==> config.mk <==
export PLATFORM = sky130hd
export DESIGN_NAME = sai_dev_flat
export DESIGN_NICKNAME = d
export VERILOG_FILES = /design/src/core/sai_pkg.sv /design/src/core/sai_if.sv /design/src/core/sai_rx.sv /design/src/core/sai_dev.sv /design/src/flat_wrapper.sv
export VERILOG_INCLUDE_DIRS = /design/src /design/src/core
export SDC_FILE = /design/constraint.sdc
export NUM_CORES = 1
export LEC_CHECK = 0
export BUFFER_PORTS_ARGS = -buffer_cell sky130_fd_sc_hd__buf_2
export CAP_MARGIN = 15
export CORE_ASPECT_RATIO = 0.75
export CORE_MARGIN = 4
export CORE_UTILIZATION = 44
export DETAILED_ROUTE_END_ITERATION = 6
export HOLD_SLACK_MARGIN = 0.05
export PLACE_DENSITY = 0.71
export SLEW_MARGIN = 30
export SYNTH_ARGS = -nofsm -noshare
export SYNTH_HDL_FRONTEND = slang
export SYNTH_SLANG_ARGS = --single-unit
==> constraint.sdc <==
create_clock -name pclk -period 3.1 [get_ports pclk]
set_input_delay 0.31 -clock pclk [delete_from_list [all_inputs] [get_ports pclk]]
set_output_delay 0.31 -clock pclk [all_outputs]
set_load 0.02 [all_outputs]
==> src/core/sai_cfg.svh <==
// constants and register layout for the six-channel audio serial link
//
// Contract
// - system clock is 128..768 times sample rate
// - buffered clock out at full or half rate
// - buffered clock enable bit, enabled after reset
// - power-on runs 1024-clock init, then defaults
// - external reset held low at least 20ns
// - reset rise starts 1024-clock init, then defaults
// - hold reset low until system clock runs
// - data lines sampled on bit clock rising edge
// - word clock at sample rate moves words
// - bit and word clocks synchronous to system clock
// - bit clock is 48 or 64 times rate
// - standard, i2s, left-justified via three-bit field
// - reset format is 24-bit standard
// - two's complement, most significant bit first
// - left word always precedes right word
// - lines a,b,c feed channels 1-2,3-4,5-6
// - at 192kHz disable channels 3 to 6
`ifndef SAI_CFG_SVH
`define SAI_CFG_SVH

`define SAI_SAMPLE_W 24
`define SAI_CHANS 6
`define SAI_LINES 3
`define SAI_INIT_CYCLES 1024
`define SAI_CLK_NS 10
`define SAI_EXT_RST_MIN_NS 20
`define SAI_EXT_RST_CYC ((`SAI_EXT_RST_MIN_NS + `SAI_CLK_NS - 1) / `SAI_CLK_NS)
`define SAI_SLOTS_48 5'h18
`define SAI_SLOTS_64 5'h20
`define SAI_BITS_24 5'h18
`define SAI_BITS_20 5'h14
`define SAI_BITS_18 5'h12
`define SAI_BITS_16 5'h10

// device registers: index, byte address is four times the index
`define SAI_DEV_CHAN_IDX 6'h08
`define SAI_DEV_FMT_IDX 6'h09
`define SAI_DEV_STAT_IDX 6'h0c
`define SAI_DEV_CHAN_RST 6'h00
`define SAI_DEV_FMT_POS 0
`define SAI_DEV_HALF_POS 3
`define SAI_DEV_CKEN_POS 4
`define SAI_DEV_STAT_BUSY_POS 0
`define SAI_DEV_STAT_WCLK_POS 1
`define SAI_DEV_STAT_CNT_POS 8

// source-end registers, byte addresses
`define SAI_HOST_CTRL_OFS 8'h00
`define SAI_HOST_DIV_OFS 8'h04
`define SAI_HOST_STAT_OFS 8'h08
`define SAI_HOST_SMP_OFS 8'h10
`define SAI_HOST_RUN_POS 0
`define SAI_HOST_B48_POS 1
`define SAI_HOST_FMT_POS 2
`define SAI_HOST_RST_POS 5
`define SAI_HOST_DIV_RST 8'h04

`endif

==> src/core/sai_pkg.sv <==
// shared types and format helpers for the audio serial link
`include "sai_cfg.svh"

package sai_pkg;

    // serial format codes held in the format field
    typedef enum logic [2:0] {
        sai_fmt_std24 = 3'b000,
        sai_fmt_std20 = 3'b001,
        sai_fmt_std18 = 3'b010,
        sai_fmt_std16 = 3'b011,
        sai_fmt_i2s = 3'b100,
        sai_fmt_lj = 3'b101
    } sai_fmt_t;

    typedef enum logic [0:0] {
        sai_st_run = 1'b0,
        sai_st_init = 1'b1
    } sai_init_st_t;

    typedef logic [`SAI_SAMPLE_W-1:0] sai_sample_t;

    // unknown codes fall back to the 24-bit standard width
    function automatic logic [4:0] sai_word_bits(input sai_fmt_t f);
        case (f)
            sai_fmt_std20: sai_word_bits = `SAI_BITS_20;
            sai_fmt_std18: sai_word_bits = `SAI_BITS_18;
            sai_fmt_std16: sai_word_bits = `SAI_BITS_16;
            default: sai_word_bits = `SAI_BITS_24;
        endcase
    endfunction

    function automatic logic sai_is_rj(input sai_fmt_t f);
        sai_is_rj = (f != sai_fmt_i2s) && (f != sai_fmt_lj);
    endfunction

endpackage

==> src/core/sai_if.sv <==
// link between the audio source and the receiving device
`timescale 1ns/10ps
`default_nettype none

interface sai_if;
    logic audio_bit_clk;
    logic audio_word_clk;
    logic serial_in_a;
    logic serial_in_b;
    logic serial_in_c;
    logic ext_rst_n;
    logic buffered_clk_out;

    modport dev (
        input audio_bit_clk, audio_word_clk, serial_in_a, serial_in_b, serial_in_c,
        input ext_rst_n,
        output buffered_clk_out
    );

    modport src (
        output audio_bit_clk, audio_word_clk, serial_in_a, serial_in_b, serial_in_c,
        output ext_rst_n,
        input buffered_clk_out
    );
endinterface

`default_nettype wire

==> src/core/sai_rx.sv <==
// one serial data line: shifts bits and releases left and right words
`timescale 1ns/10ps
`default_nettype none
`include "sai_cfg.svh"

module sai_rx (
    // clock and reset
    input wire logic pclk,
    input wire logic presetn,
    input wire logic clear,
    // link strobes
    input wire logic bit_rise,
    input wire logic word_lvl,
    input wire logic din,
    input wire sai_pkg::sai_fmt_t fmt,
    // words out
    output logic [`SAI_SAMPLE_W-1:0] left_o,
    output logic [`SAI_SAMPLE_W-1:0] right_o,
    output logic pair_done
);
    import sai_pkg::*;

    logic word_prev_r;
    logic [4:0] cnt_r;
    logic [`SAI_SAMPLE_W-1:0] sr_all_r;
    logic [`SAI_SAMPLE_W-1:0] sr_first_r;

    // a word-clock change seen at a bit-clock rise closes the half just shifted
    wire edge_seen = bit_rise && (word_lvl != word_prev_r);
    wire is_i2s = (fmt == sai_fmt_i2s);
    wire is_lj = (fmt == sai_fmt_lj);
    wire [4:0] slot = edge_seen ? 5'h00 : cnt_r;
    // i2s holds back one bit clock after the word-clock edge
    wire in_win = is_lj ? (slot < `SAI_BITS_24) : (slot >= 5'h01 && slot <= `SAI_BITS_24);
    wire ended_left = is_i2s ? !word_prev_r : word_prev_r;
    wire [4:0] nbits = sai_word_bits(fmt);
    wire [`SAI_SAMPLE_W-1:0] rj_mask = ~(`SAI_SAMPLE_W'('1) << nbits);
    wire rj_sign = sr_all_r[nbits - 5'h01];
    // right-justified words are the last n bits before the edge, sign-extended
    wire [`SAI_SAMPLE_W-1:0] rj_word = (sr_all_r & rj_mask) | (rj_sign ? ~rj_mask : '0);
    wire [`SAI_SAMPLE_W-1:0] word_done = sai_is_rj(fmt) ? rj_word : sr_first_r;
    wire [`SAI_SAMPLE_W-1:0] first_base = edge_seen ? '0 : sr_first_r;
    wire [`SAI_SAMPLE_W-1:0] sr_first_nxt = in_win ? {first_base[`SAI_SAMPLE_W-2:0], din}
                                                   : first_base;

    // shift on every bit-clock rise, msb first
    always_ff @(posedge pclk or negedge presetn) begin
        if (!presetn) begin
            word_prev_r <= 1'b0;
            cnt_r <= 5'h00;
            sr_all_r <= '0;
            sr_first_r <= '0;
        end else if (clear) begin
            word_prev_r <= 1'b0;
            cnt_r <= 5'h00;
            sr_all_r <= '0;
            sr_first_r <= '0;
        end else if (bit_rise) begin
            word_prev_r <= word_lvl;
            cnt_r <= (slot == 5'h1f) ? slot : slot + 5'h01;
            sr_all_r <= {sr_all_r[`SAI_SAMPLE_W-2:0], din};
            sr_first_r <= sr_first_nxt;
        end
    end

    // word clock moves the finished word out; right closes the pair
    always_ff @(posedge pclk or negedge presetn) begin
        if (!presetn) begin
            left_o <= '0;
            right_o <= '0;
            pair_done <= 1'b0;
        end else begin
            pair_done <= !clear && edge_seen && !ended_left;
            if (!clear && edge_seen && ended_left) begin
                left_o <= word_done;
            end
            if (!clear && edge_seen && !ended_left) begin
                right_o <= word_done;
            end
        end
    end
endmodule

`default_nettype wire

==> src/core/sai_dev.sv <==
// receiving device end: init sequencing, clock buffer, three-line receiver
`timescale 1ns/10ps
`default_nettype none
`include "sai_cfg.svh"

module sai_dev #(
    parameter int INIT_CYCLES = `SAI_INIT_CYCLES
) (
    // clock and reset
    input wire logic pclk,
    input wire logic presetn,
    // apb slave
    input wire logic psel,
    input wire logic penable,
    input wire logic pwrite,
    input wire logic [7:0] paddr,
    input wire logic [31:0] pwdata,
    output logic [31:0] prdata,
    output logic pready,
    output logic pslverr,
    // samples to downstream filtering
    output logic [`SAI_CHANS*`SAI_SAMPLE_W-1:0] chan_samples,
    output logic sample_valid,
    // audio link
    sai_if.dev link
);
    import sai_pkg::*;

    // init sequencing; the counter covers the full count, end point included
    localparam int INIT_W = $clog2(INIT_CYCLES + 1);
    sai_init_st_t st_r;
    logic [INIT_W-1:0] init_cnt_r;
    logic ext_rst_prev_r;

    // mode settings
    logic [5:0] chan_off_r;
    sai_fmt_t format_select_r;
    logic clk_out_half_rate_r;
    logic clk_out_enable_r;

    // clock buffer, link edge and frame count
    logic div_r;
    logic bck_prev_r;
    logic [7:0] frames_r;

    // apb answer and samples out
    logic [31:0] prdata_r;
    logic pready_r;
    logic pslverr_r;
    logic [`SAI_CHANS*`SAI_SAMPLE_W-1:0] samples_r;
    logic valid_r;

    // word-aligned register hit; byte lanes below bit 2 are ignored
    function automatic logic reg_hit(input logic [7:0] a, input logic [5:0] idx);
        reg_hit = (a[7:2] == idx);
    endfunction

    // apb decode
    wire setup = psel && !penable;
    // writes while busy are dropped without an error, as the defaults win
    wire wr_take = psel && penable && pready_r && pwrite;
    wire sel_chan = reg_hit(paddr, `SAI_DEV_CHAN_IDX);
    wire sel_fmt = reg_hit(paddr, `SAI_DEV_FMT_IDX);
    wire sel_stat = reg_hit(paddr, `SAI_DEV_STAT_IDX);
    wire mapped = sel_chan || sel_fmt || sel_stat;
    wire busy = (st_r == sai_st_init);
    wire [31:0] rd_chan = {26'h0, chan_off_r};
    wire [31:0] rd_fmt = {27'h0, clk_out_enable_r, clk_out_half_rate_r, format_select_r};
    wire [31:0] rd_stat = {16'h0, frames_r, 6'h0, link.audio_word_clk, busy};
    wire [31:0] rd_mux = sel_chan ? rd_chan : sel_fmt ? rd_fmt : sel_stat ? rd_stat : 32'h0;

    // init runs after power-on and after each rise of the external reset
    wire ext_rise = link.ext_rst_n && !ext_rst_prev_r;
    wire init_last = (init_cnt_r == INIT_W'(INIT_CYCLES - 1));

    // prev starts low, so the first rise after power-on restarts init: harmless
    // the count sits at zero while the pin is low, so a long low adds no time
    always_ff @(posedge pclk or negedge presetn) begin
        if (!presetn) begin
            st_r <= sai_st_init;
            init_cnt_r <= '0;
            ext_rst_prev_r <= 1'b0;
        end else begin
            ext_rst_prev_r <= link.ext_rst_n;
            if (!link.ext_rst_n || ext_rise) begin
                st_r <= sai_st_init;
                init_cnt_r <= '0;
            end else if (busy) begin
                init_cnt_r <= init_cnt_r + INIT_W'(1);
                st_r <= init_last ? sai_st_run : sai_st_init;
            end
        end
    end

    // mode settings: defaults restored from the first cycle of every init
    // forced for the whole init, so a write racing the init cannot stick
    always_ff @(posedge pclk or negedge presetn) begin
        if (!presetn) begin
            chan_off_r <= `SAI_DEV_CHAN_RST;
            format_select_r <= sai_fmt_std24;
            clk_out_half_rate_r <= 1'b0;
            clk_out_enable_r <= 1'b1;
        end else if (busy) begin
            chan_off_r <= `SAI_DEV_CHAN_RST;
            format_select_r <= sai_fmt_std24;
            clk_out_half_rate_r <= 1'b0;
            clk_out_enable_r <= 1'b1;
        end else if (wr_take && sel_chan) begin
            chan_off_r <= pwdata[5:0];
        end else if (wr_take && sel_fmt) begin
            format_select_r <= sai_fmt_t'(pwdata[`SAI_DEV_FMT_POS +: 3]);
            clk_out_half_rate_r <= pwdata[`SAI_DEV_HALF_POS];
            clk_out_enable_r <= pwdata[`SAI_DEV_CKEN_POS];
        end
    end

    // apb answer: one access cycle, unmapped addresses flag an error
    // prdata is loaded at setup and holds until the next setup
    always_ff @(posedge pclk or negedge presetn) begin
        if (!presetn) begin
            prdata_r <= 32'h0;
            pready_r <= 1'b0;
            pslverr_r <= 1'b0;
        end else begin
            pready_r <= setup;
            pslverr_r <= setup && !mapped;
            if (setup) begin
                prdata_r <= rd_mux;
            end
        end
    end

    // buffered clock: the full rate path is a gated copy, not a flop,
    // since no flop can toggle at its own clock rate
    // changing the enable while pclk is high can clip one pulse
    always_ff @(posedge pclk or negedge presetn) begin
        if (!presetn) begin
            div_r <= 1'b0;
        end else begin
            div_r <= !div_r;
        end
    end
    assign link.buffered_clk_out = clk_out_enable_r
                                 & (clk_out_half_rate_r ? div_r : pclk);

    // the link is synchronous to pclk, so a plain edge detect suffices
    wire bit_rise = link.audio_bit_clk && !bck_prev_r;
    wire [`SAI_LINES-1:0] din = {link.serial_in_c, link.serial_in_b, link.serial_in_a};
    wire [`SAI_LINES-1:0] pair_done;
    wire [`SAI_LINES*2*`SAI_SAMPLE_W-1:0] words;

    // line k feeds channels 2k+1 (left) and 2k+2 (right)
    // all lines share one edge detect, so the three receivers stay in step
    genvar k;
    generate
        for (k = 0; k < `SAI_LINES; k++) begin : g_line
            sai_rx u_rx (
                .pclk(pclk),
                .presetn(presetn),
                .clear(busy),
                .bit_rise(bit_rise),
                .word_lvl(link.audio_word_clk),
                .din(din[k]),
                .fmt(format_select_r),
                .left_o(words[(2*k)*`SAI_SAMPLE_W +: `SAI_SAMPLE_W]),
                .right_o(words[(2*k+1)*`SAI_SAMPLE_W +: `SAI_SAMPLE_W]),
                .pair_done(pair_done[k])
            );
        end
    endgenerate

    // disabled channels present zero
    logic [`SAI_CHANS*`SAI_SAMPLE_W-1:0] gated;
    always_comb begin
        gated = words;
        for (int c = 0; c < `SAI_CHANS; c++) begin
            if (chan_off_r[c]) begin
                gated[c*`SAI_SAMPLE_W +: `SAI_SAMPLE_W] = '0;
            end
        end
    end

    // all lines share the clocks, so line a's pair marks the frame
    // the frame count wraps at 256; software should read differences
    always_ff @(posedge pclk or negedge presetn) begin
        if (!presetn) begin
            bck_prev_r <= 1'b0;
            samples_r <= '0;
            valid_r <= 1'b0;
            frames_r <= 8'h00;
        end else begin
            bck_prev_r <= link.audio_bit_clk;
            valid_r <= pair_done[0];
            if (pair_done[0]) begin
                samples_r <= gated;
                frames_r <= frames_r + 8'h01;
            end
        end
    end

    assign prdata = prdata_r;
    assign pready = pready_r;
    assign pslverr = pslverr_r;
    assign chan_samples = samples_r;
    assign sample_valid = valid_r;
endmodule

`default_nettype wire

==> src/flat_wrapper.sv <==
// flat-port wrapper written by rule: the top's interface ports become plain ports
module sai_dev_flat import sai_pkg::*;
#(
    parameter int INIT_CYCLES = `SAI_INIT_CYCLES
)
  (pclk, presetn, psel, penable, pwrite, paddr, pwdata, prdata, pready, pslverr, chan_samples, sample_valid, link_audio_bit_clk, link_audio_word_clk, link_serial_in_a, link_serial_in_b, link_serial_in_c, link_ext_rst_n, link_buffered_clk_out);
  sai_if link_i ();
  input wire logic pclk;
  input wire logic presetn;
  input wire logic psel;
  input wire logic penable;
  input wire logic pwrite;
  input wire logic [7:0] paddr;
  input wire logic [31:0] pwdata;
  output logic [31:0] prdata;
  output logic pready;
  output logic pslverr;
  output logic [`SAI_CHANS*`SAI_SAMPLE_W-1:0] chan_samples;
  output logic sample_valid;
  input wire logic [$bits(link_i.audio_bit_clk)-1:0] link_audio_bit_clk;
  input wire logic [$bits(link_i.audio_word_clk)-1:0] link_audio_word_clk;
  input wire logic [$bits(link_i.serial_in_a)-1:0] link_serial_in_a;
  input wire logic [$bits(link_i.serial_in_b)-1:0] link_serial_in_b;
  input wire logic [$bits(link_i.serial_in_c)-1:0] link_serial_in_c;
  input wire logic [$bits(link_i.ext_rst_n)-1:0] link_ext_rst_n;
  output wire logic [$bits(link_i.buffered_clk_out)-1:0] link_buffered_clk_out;
  assign link_i.audio_bit_clk = link_audio_bit_clk;
  assign link_i.audio_word_clk = link_audio_word_clk;
  assign link_i.serial_in_a = link_serial_in_a;
  assign link_i.serial_in_b = link_serial_in_b;
  assign link_i.serial_in_c = link_serial_in_c;
  assign link_i.ext_rst_n = link_ext_rst_n;
  assign link_buffered_clk_out = link_i.buffered_clk_out;
  sai_dev #(.INIT_CYCLES(INIT_CYCLES)) u_core (.pclk(pclk), .presetn(presetn), .psel(psel), .penable(penable), .pwrite(pwrite), .paddr(paddr), .pwdata(pwdata), .prdata(prdata), .pready(pready), .pslverr(pslverr), .chan_samples(chan_samples), .sample_valid(sample_valid), .link(link_i));
endmodule
==> results of run 1 <==
-- cells in the final DEF, fill, tap and decap left out, drive strengths merged, types with 11 or more instances in the layout --
master / count
dfrtp: 498
buf: 238
a21oi: 190
nand2: 180
o21ai: 162
inv: 159
nor2: 157
nand3b: 149
mux2i: 119
clkbuf: 79
a22o: 76
o31ai: 41
and2: 21
conb: 18
dlygate4sd3: 16
nand4: 14
mux2: 13
clkinv: 13
a221o: 12
nor3: 12
ha: 11
-- cells by family (layout without fill, tap and decap cells) --
logic type	Yosys count	after routing	share of synthesized area, %
and+or+nand+nor	595	595	14.33
AOI/OAI and AO/OA	517	517	14.57
DFF	500	500	57.34
buffers and inverters	317	509	6.261
muxes	132	132	6.129
xor gates and xnor gates	17	17	0.7167
adders and majority gates	11	11	0.6307
other	1	19	0.01718
-- worst min-delay path by stage --
stage                              end  slack, ns  cells after the start
2_1_floorplan        u_core.bck_prev_r       0.01                      0
3_3_place_gp   u_core.chan_samples[51]       0.38                      1
3_5_place_dp         u_core.prdata[11]       0.38                      1
4_1_cts               u_core.prdata[4]       0.07                      3
5_1_grt               u_core.prdata[4]       0.10                      3
6_report                 u_core.pready       0.10                      4
-- power breakdown --
group / internal, mW / switching (mW)
clock network: 3.77 / 2.63
logic: 0.0921 / 0.287
registers: 6.58 / 0.0306
total: 10.4 / 2.95
-- area by class of cell --
type	instances	area, um^2
fill	4275	23510
timing repair buffer	253	1604
inverter	158	593.1
sequential	500	12520
tap	648	810.8
clock buffer	80	1610
antenna	1	2.502
multi-input combinational	1290	8034
clock inverter	18	178.9
-- per-stage QoR --
stage / utilization [%] / hold WS (ns)
floorplan: - / 0.01441
global placement: 47.90 / 0.3778
detailed placement: 47.90 / 0.3837
CTS: 51.88 / 0.07424
global route: 51.89 / 0.1015
finish: 51.89 / 0.1041
-- layer usage --
layer | global-route usage, % | part of all wire, %
met5 | 0 | 0.024
met1 | 29.34 | 46
met4 | 4.997 | 1.8
met3 | 5.477 | 7.1
met2 | 30.77 | 45
-- critical path, delay by kind of cell (launching register included) --
family / cells / cell delay (ns)
AO/OA/AOI/OAI: 3 / 0.48
adder cells (fa/ha/maj): 1 / 0.54
buffers and inverters: 2 / 0.30
flip-flops: 1 / 0.34
multiplexers: 1 / 0.26
AND/OR/NAND/NOR: 2 / 0.71
-- registers in the layout, indices dropped and copies added (netlist names) --
name and count:
u_core.chan_samples 144, u_core.g_line.u_rx.left_o 72, u_core.g_line.u_rx.right_o 72, u_core.g_line.u_rx.sr_all_r 72, u_core.g_line.u_rx.sr_first_r 72, u_core.g_line.u_rx.cnt_r 15, u_core.prdata 14, u_core.init_cnt_r 11
u_core.frames_r 8, u_core.chan_off_r 6, u_core.format_select_r 3, u_core.bck_prev_r 1, u_core.busy 1, u_core.clk_out_enable_r 1, u_core.clk_out_half_rate_r 1, u_core.div_r 1
u_core.ext_rst_prev_r 1, u_core.g_line.u_rx.pair_done 1, u_core.g_line.u_rx.word_prev_r 1, u_core.pready 1, u_core.pslverr 1, u_core.sample_valid 1
==> flow_summary.toml, run 1 <==
[power_and_ir_drop]
vdd_drop_max_mv = 0.4749
finalPower_mw = 13.39
p_leak_nw = 11.38
powerDensity_nw_per_um2 = 528.0

[critical_path]
cp.arrival_ns = 3.34
critPathLaunchType = "register"
end_kind = "register"
r2r_slack_ns = 0.31
worst_path_max_delay_cell = "nor4_2"
critPathMaxFanout = 14
crit_chain = "buf_4 > inv_1 > nand3b_1 > ha_1 > mux2i_1 > o22ai_1 > a21o_1 > nor4_2 > o31ai_1"
slowest_delay_ns = 0.59
reg2reg_depth = 9
crit_path_end = "u_core.g_line[1].u_rx.left_o[21]"
crit_type = "register to register"
regToRegStartpoint = "u_core.format_select_r[2]"
cp.required_ns = 3.65
r2r_end = "u_core.g_line[1].u_rx.left_o[21]"
crit_start = "u_core.format_select_r[2]"

[floorplan]
dieWidth_um = 265.2
core-area_um2 = 48870
start_util_pct = 44.65
io_pins = 231
rows = 70
die-area_um2 = 53260
die_h_um = 200.9

[timing]
relSlewSlack_pct = 37.84
setup_violations = 0
worst_pin_slew_ns = 0.9324
rsz0062_at_grt = "no"
setup-tns-final_ns = 0
final_hold_viol_count = 0
fin_ws_ns = 0.3147
slew_violations = 0
clock_skew_ns = 0.01508
period_share_pct = 89.85
min_period_ns = 2.785
fmax_mhz = 359.0

[cells_and_area]
fin_area_um2 = 25360
instances_no_fill = 2948
final_nets = 2319
area_growth_pct = 16.20
layout-drive-gt1-share_pct = 16.01

[global_routing]
grt_pass1_vias = 15890
grt_max_degree = 90
grt_overflow_total = 0
grtUsageTotal_pct = 20.32
grt_pass1_wl_um = 88510
antenna_found_initial = 2

[clock_tree]
insertion_delay_ns = 0.71
cts_tree = "yes"
cts_resized = 0
clk_pin_slew_ns = 0.06
hold_buffers = 16
post-cts-setup-buffers = 0

[synthesis]
yosysSeqAreaShare_pct = 57.34
synth_top_area_share_pct = 57.10
syn_area_um2 = 21820
synthTopCellsByArea = "dfrtp_1 57%, mux2i_1 5.5%, nand3b_1 5.1%, a21oi_1 4.3%, o21ai_0 3.6%"
synth_commonest_cells = "498 x dfrtp_1, 188 x a21oi_1, 179 x nand2_1, 159 x o21ai_0, 158 x inv_1"
synthFlopType = "dfrtp_1"
avgSynthCellArea_um2 = 10.44
synth_cell_types = 70
synth_warnings = 0
synth_top_area_cell = "dfrtp_1"
synth_edf_count = 0
async_reset_ff_share_pct = 100.0
ys_seq_elements = 500
synth_cells = 2090
yosysMostFrequentCell = "dfrtp_1"

[place]
placed_area_um2 = 23410
place.port_buffers = 184
dp_slack_ns = 0.3578
dp_cells = 2834
routabilityCongestion = 0.8523
dp_hpwl_um = 36450

[drt]
first_pass_iters = 5
vias = 16050
drt_iter0_markers = 1557
wl_um = 54760
drc = 0
via_per_inst = 5.443
wl_per_cell_um = 18.57
postRouteAntennaNets = 0

[run_status]
status = "finished, final reports clean"

[job]
max-cap-violations = 0

[min_path]
hp-start = "psel"
hold_path_class = "input port to register"
(Power assumes the default switching activity.)
==> inputs of run 2 (changes only) <==
- ABC_AREA: default -> 1
- MAX_ROUTING_LAYER: default -> met4
==> run 2 against run 1 <==
Clock skew up 0.011 ns. Via count is 15% higher. Count of clock-buffer cells in the layout shrank 3. Fmax increased by 1.4%. Combinational power up 13%. Critical path type unchanged. Largest power group unchanged. Highest routed layer is now met4.
==> flow_summary.toml, run 2 <==
[run_status]
status = "finished, final reports clean"

[clock_tree]
cts_tree = "yes"
post-cts-setup-buffers = 0
clk_pin_slew_ns = 0.06
insertion_delay_ns = 0.71
cts_resized = 0

[job]
max-cap-violations = 0

[global_routing]
grtUsageTotal_pct = 22.01
grt_pass1_wl_um = 94990
antenna_found_initial = 1
grt_overflow_total = 0
grt_pass1_vias = 17780
grt_max_degree = 145

[drt]
drc = 0
wl_per_cell_um = 16.62
postRouteAntennaNets = 0
drt_iter0_markers = 1981
first_pass_iters = 5
vias = 18460
wl_um = 57350
via_per_inst = 5.350

[timing]
slew_violations = 0
relSlewSlack_pct = 37.09
worst_pin_slew_ns = 0.9426
final_hold_viol_count = 0
clock_skew_ns = 0.02566
fmax_mhz = 364.0
period_share_pct = 88.62
holdWs_ns = 0.1153
setup-tns-final_ns = 0
rsz0062_at_grt = "no"
min_period_ns = 2.747
setup_violations = 0

[critical_path]
cp.arrival_ns = 3.33
critPathMaxFanout = 11
r2r_slack_ns = 0.35
cp.required_ns = 3.68
critPathLaunchType = "register"
end_kind = "register"
crit_type = "register to register"

[power_and_ir_drop]
combPwrFrac_pct = 3.2
netSwitchingPower_mw = 3.020
switching_share_pct = 22.37
internal_power_mw = 10.48
vdd_drop_max_mv = 0.3715
clkPwrFrac_pct = 47.4
p_leak_nw = 12.89
powerDensity_nw_per_um2 = 531.3
power_frac_seq_pct = 49.4

[place]
routabilityCongestion = 0.8832
place.port_buffers = 184
dp_hpwl_um = 37590
placed_area_um2 = 23490

[synthesis]
synth_cells = 2608
yosysMostFrequentCell = "nand2_1"
synthTopCellsByArea = "dfrtp_1 57%, nand2_1 14%, o21ai_0 7.7%, nand3_1 4.8%, inv_1 4.5%"
synth_top_area_cell = "dfrtp_1"
synth_commonest_cells = "829 x nand2_1, 498 x dfrtp_1, 337 x o21ai_0, 265 x inv_1, 212 x nand3_1"
synth_top_area_share_pct = 56.76
avgSynthCellArea_um2 = 8.419
synthFlopType = "dfrtp_1"
async_reset_ff_share_pct = 100.0
ys_seq_elements = 500
synth_edf_count = 0
synth_cell_types = 42
yosysSeqAreaShare_pct = 57.00
synth_warnings = 0
syn_area_um2 = 21960

[cells_and_area]
area_growth_pct = 15.75
largest_reg_flops = 144
final_nets = 2823
layout-drive-gt1-share_pct = 12.03
fin_area_um2 = 25410
layout_commonest_cell = "nand2_1"
final_cell_mix = "827 x nand2_1, 497 x dfrtp_1, 337 x o21ai_0, 265 x inv_1, 212 x nand3_1"

[min_path]
hold_path_class = "input port to register"

[floorplan]
io_pins = 231
die-area_um2 = 53570
start_util_pct = 44.77
die_h_um = 201.5
core-area_um2 = 49050
rows = 70
dieWidth_um = 265.9
-- run 2: changes by cell type in the layout (fill, tap and decap cells not counted), moves of 115 or more --
cell / before / now
mux2i_1: 119 / 0
nand2_1: 179 / 827
nand3b_1: 149 / 1
a21oi_1: 188 / 73
o21ai_0: 159 / 337
nand3_1: 10 / 212
-- run 2: path summary, 6_finish.rpt --
path                                           startpoint                                end  depth (start not counted)
worst max register to register  u_core.format_select_r[0]  u_core.g_line[0].u_rx.right_o[20]                         12
worst min-delay path                               pwrite               u_core.chan_off_r[2]                          5
worst max-delay path            u_core.format_select_r[0]  u_core.g_line[0].u_rx.right_o[20]                         12
worst min register to register               u_core.div_r                       u_core.div_r                          1
max in group asynchronous                         presetn  u_core.g_line[2].u_rx.right_o[16]                          3
min in group asynchronous                         presetn           u_core.chan_samples[122]                          2
-- run 2: what timing repair did --
action                                  4_1_cts  5_1_grt
hold endpoints to repair                    113        0
hold buffers                                 16        0
endpoints found under the setup margin        0        0
-- run 2: layout make-up --
class | instances | area [um^2]
diodes | 1 | 2.502
clock buffers | 77 | 1558
clock inverters | 18 | 206.4
fillers | 4395 | 23630
inverters | 281 | 1059
multi-input cells | 1682 | 7682
flip-flops and latches | 500 | 12520
well taps | 648 | 810.8
repair buffers | 243 | 1579
-- run 2: power groups by stage --
stage               combinational, mW  clock, mW  sequential, mW
floorplan                       0.149     0.0296            6.82
global placement                0.407     0.0407            6.78
detailed placement              0.420     0.0407            6.79
CTS                             0.441       6.52            6.67
global route                    0.493       6.82            6.67
finish                          0.430       6.40            6.67
-- run 2: cell families (layout without fill, tap and decap cells) --
kind of cell	after synthesis	in the layout	share of synthesized area, %
buffers and inverters	443	619	8.383
flip-flops	500	500	57.00
other	1	19	0.01708
AND/OR/NAND/NOR	1106	1106	20.52
AO/OA/AOI/OAI	539	539	13.14
XOR/XNOR	8	8	0.3191
adder cells (fa/ha/maj)	11	11	0.6268
-- run 2: through the flow --
step,total power [mW],setup slack (ns),util [%],instances
final,13.50,0.3529,51.81,3450
after global routing,13.98,0.07414,51.81,3450
after CTS,13.62,0.4174,51.81,3449
after detailed placement,7.248,0.4224,47.89,3339
after global placement,7.230,0.4569,47.89,3339
after floorplan,6.999,0.8994,-,2625
-- run 2: routing by layer --
layer / part of all wire, % / track usage (%) / vias up
li1: - / - / 8694
met1: 45 / 31.09 / 9047
met2: 46 / 33.17 / 614
met3: 6.1 / 3.447 / 102
met4: 2.5 / 6.509 / 0
met5: 0 / - / -
-- run 2: worst max-delay path, cell delays in order, from the launching register on --
cell and delay [ns]:
dfrtp_1 0.43, inv_2 0.17, nand3_1 0.33, ha_1 0.44, clkinv_1 0.28, nand3_1 0.19
nand3_1 0.08, nand3_1 0.15, nand2_1 0.15, nand2_1 0.16, nand2_1 0.11, nand3_1 0.09
nand2_1 0.06
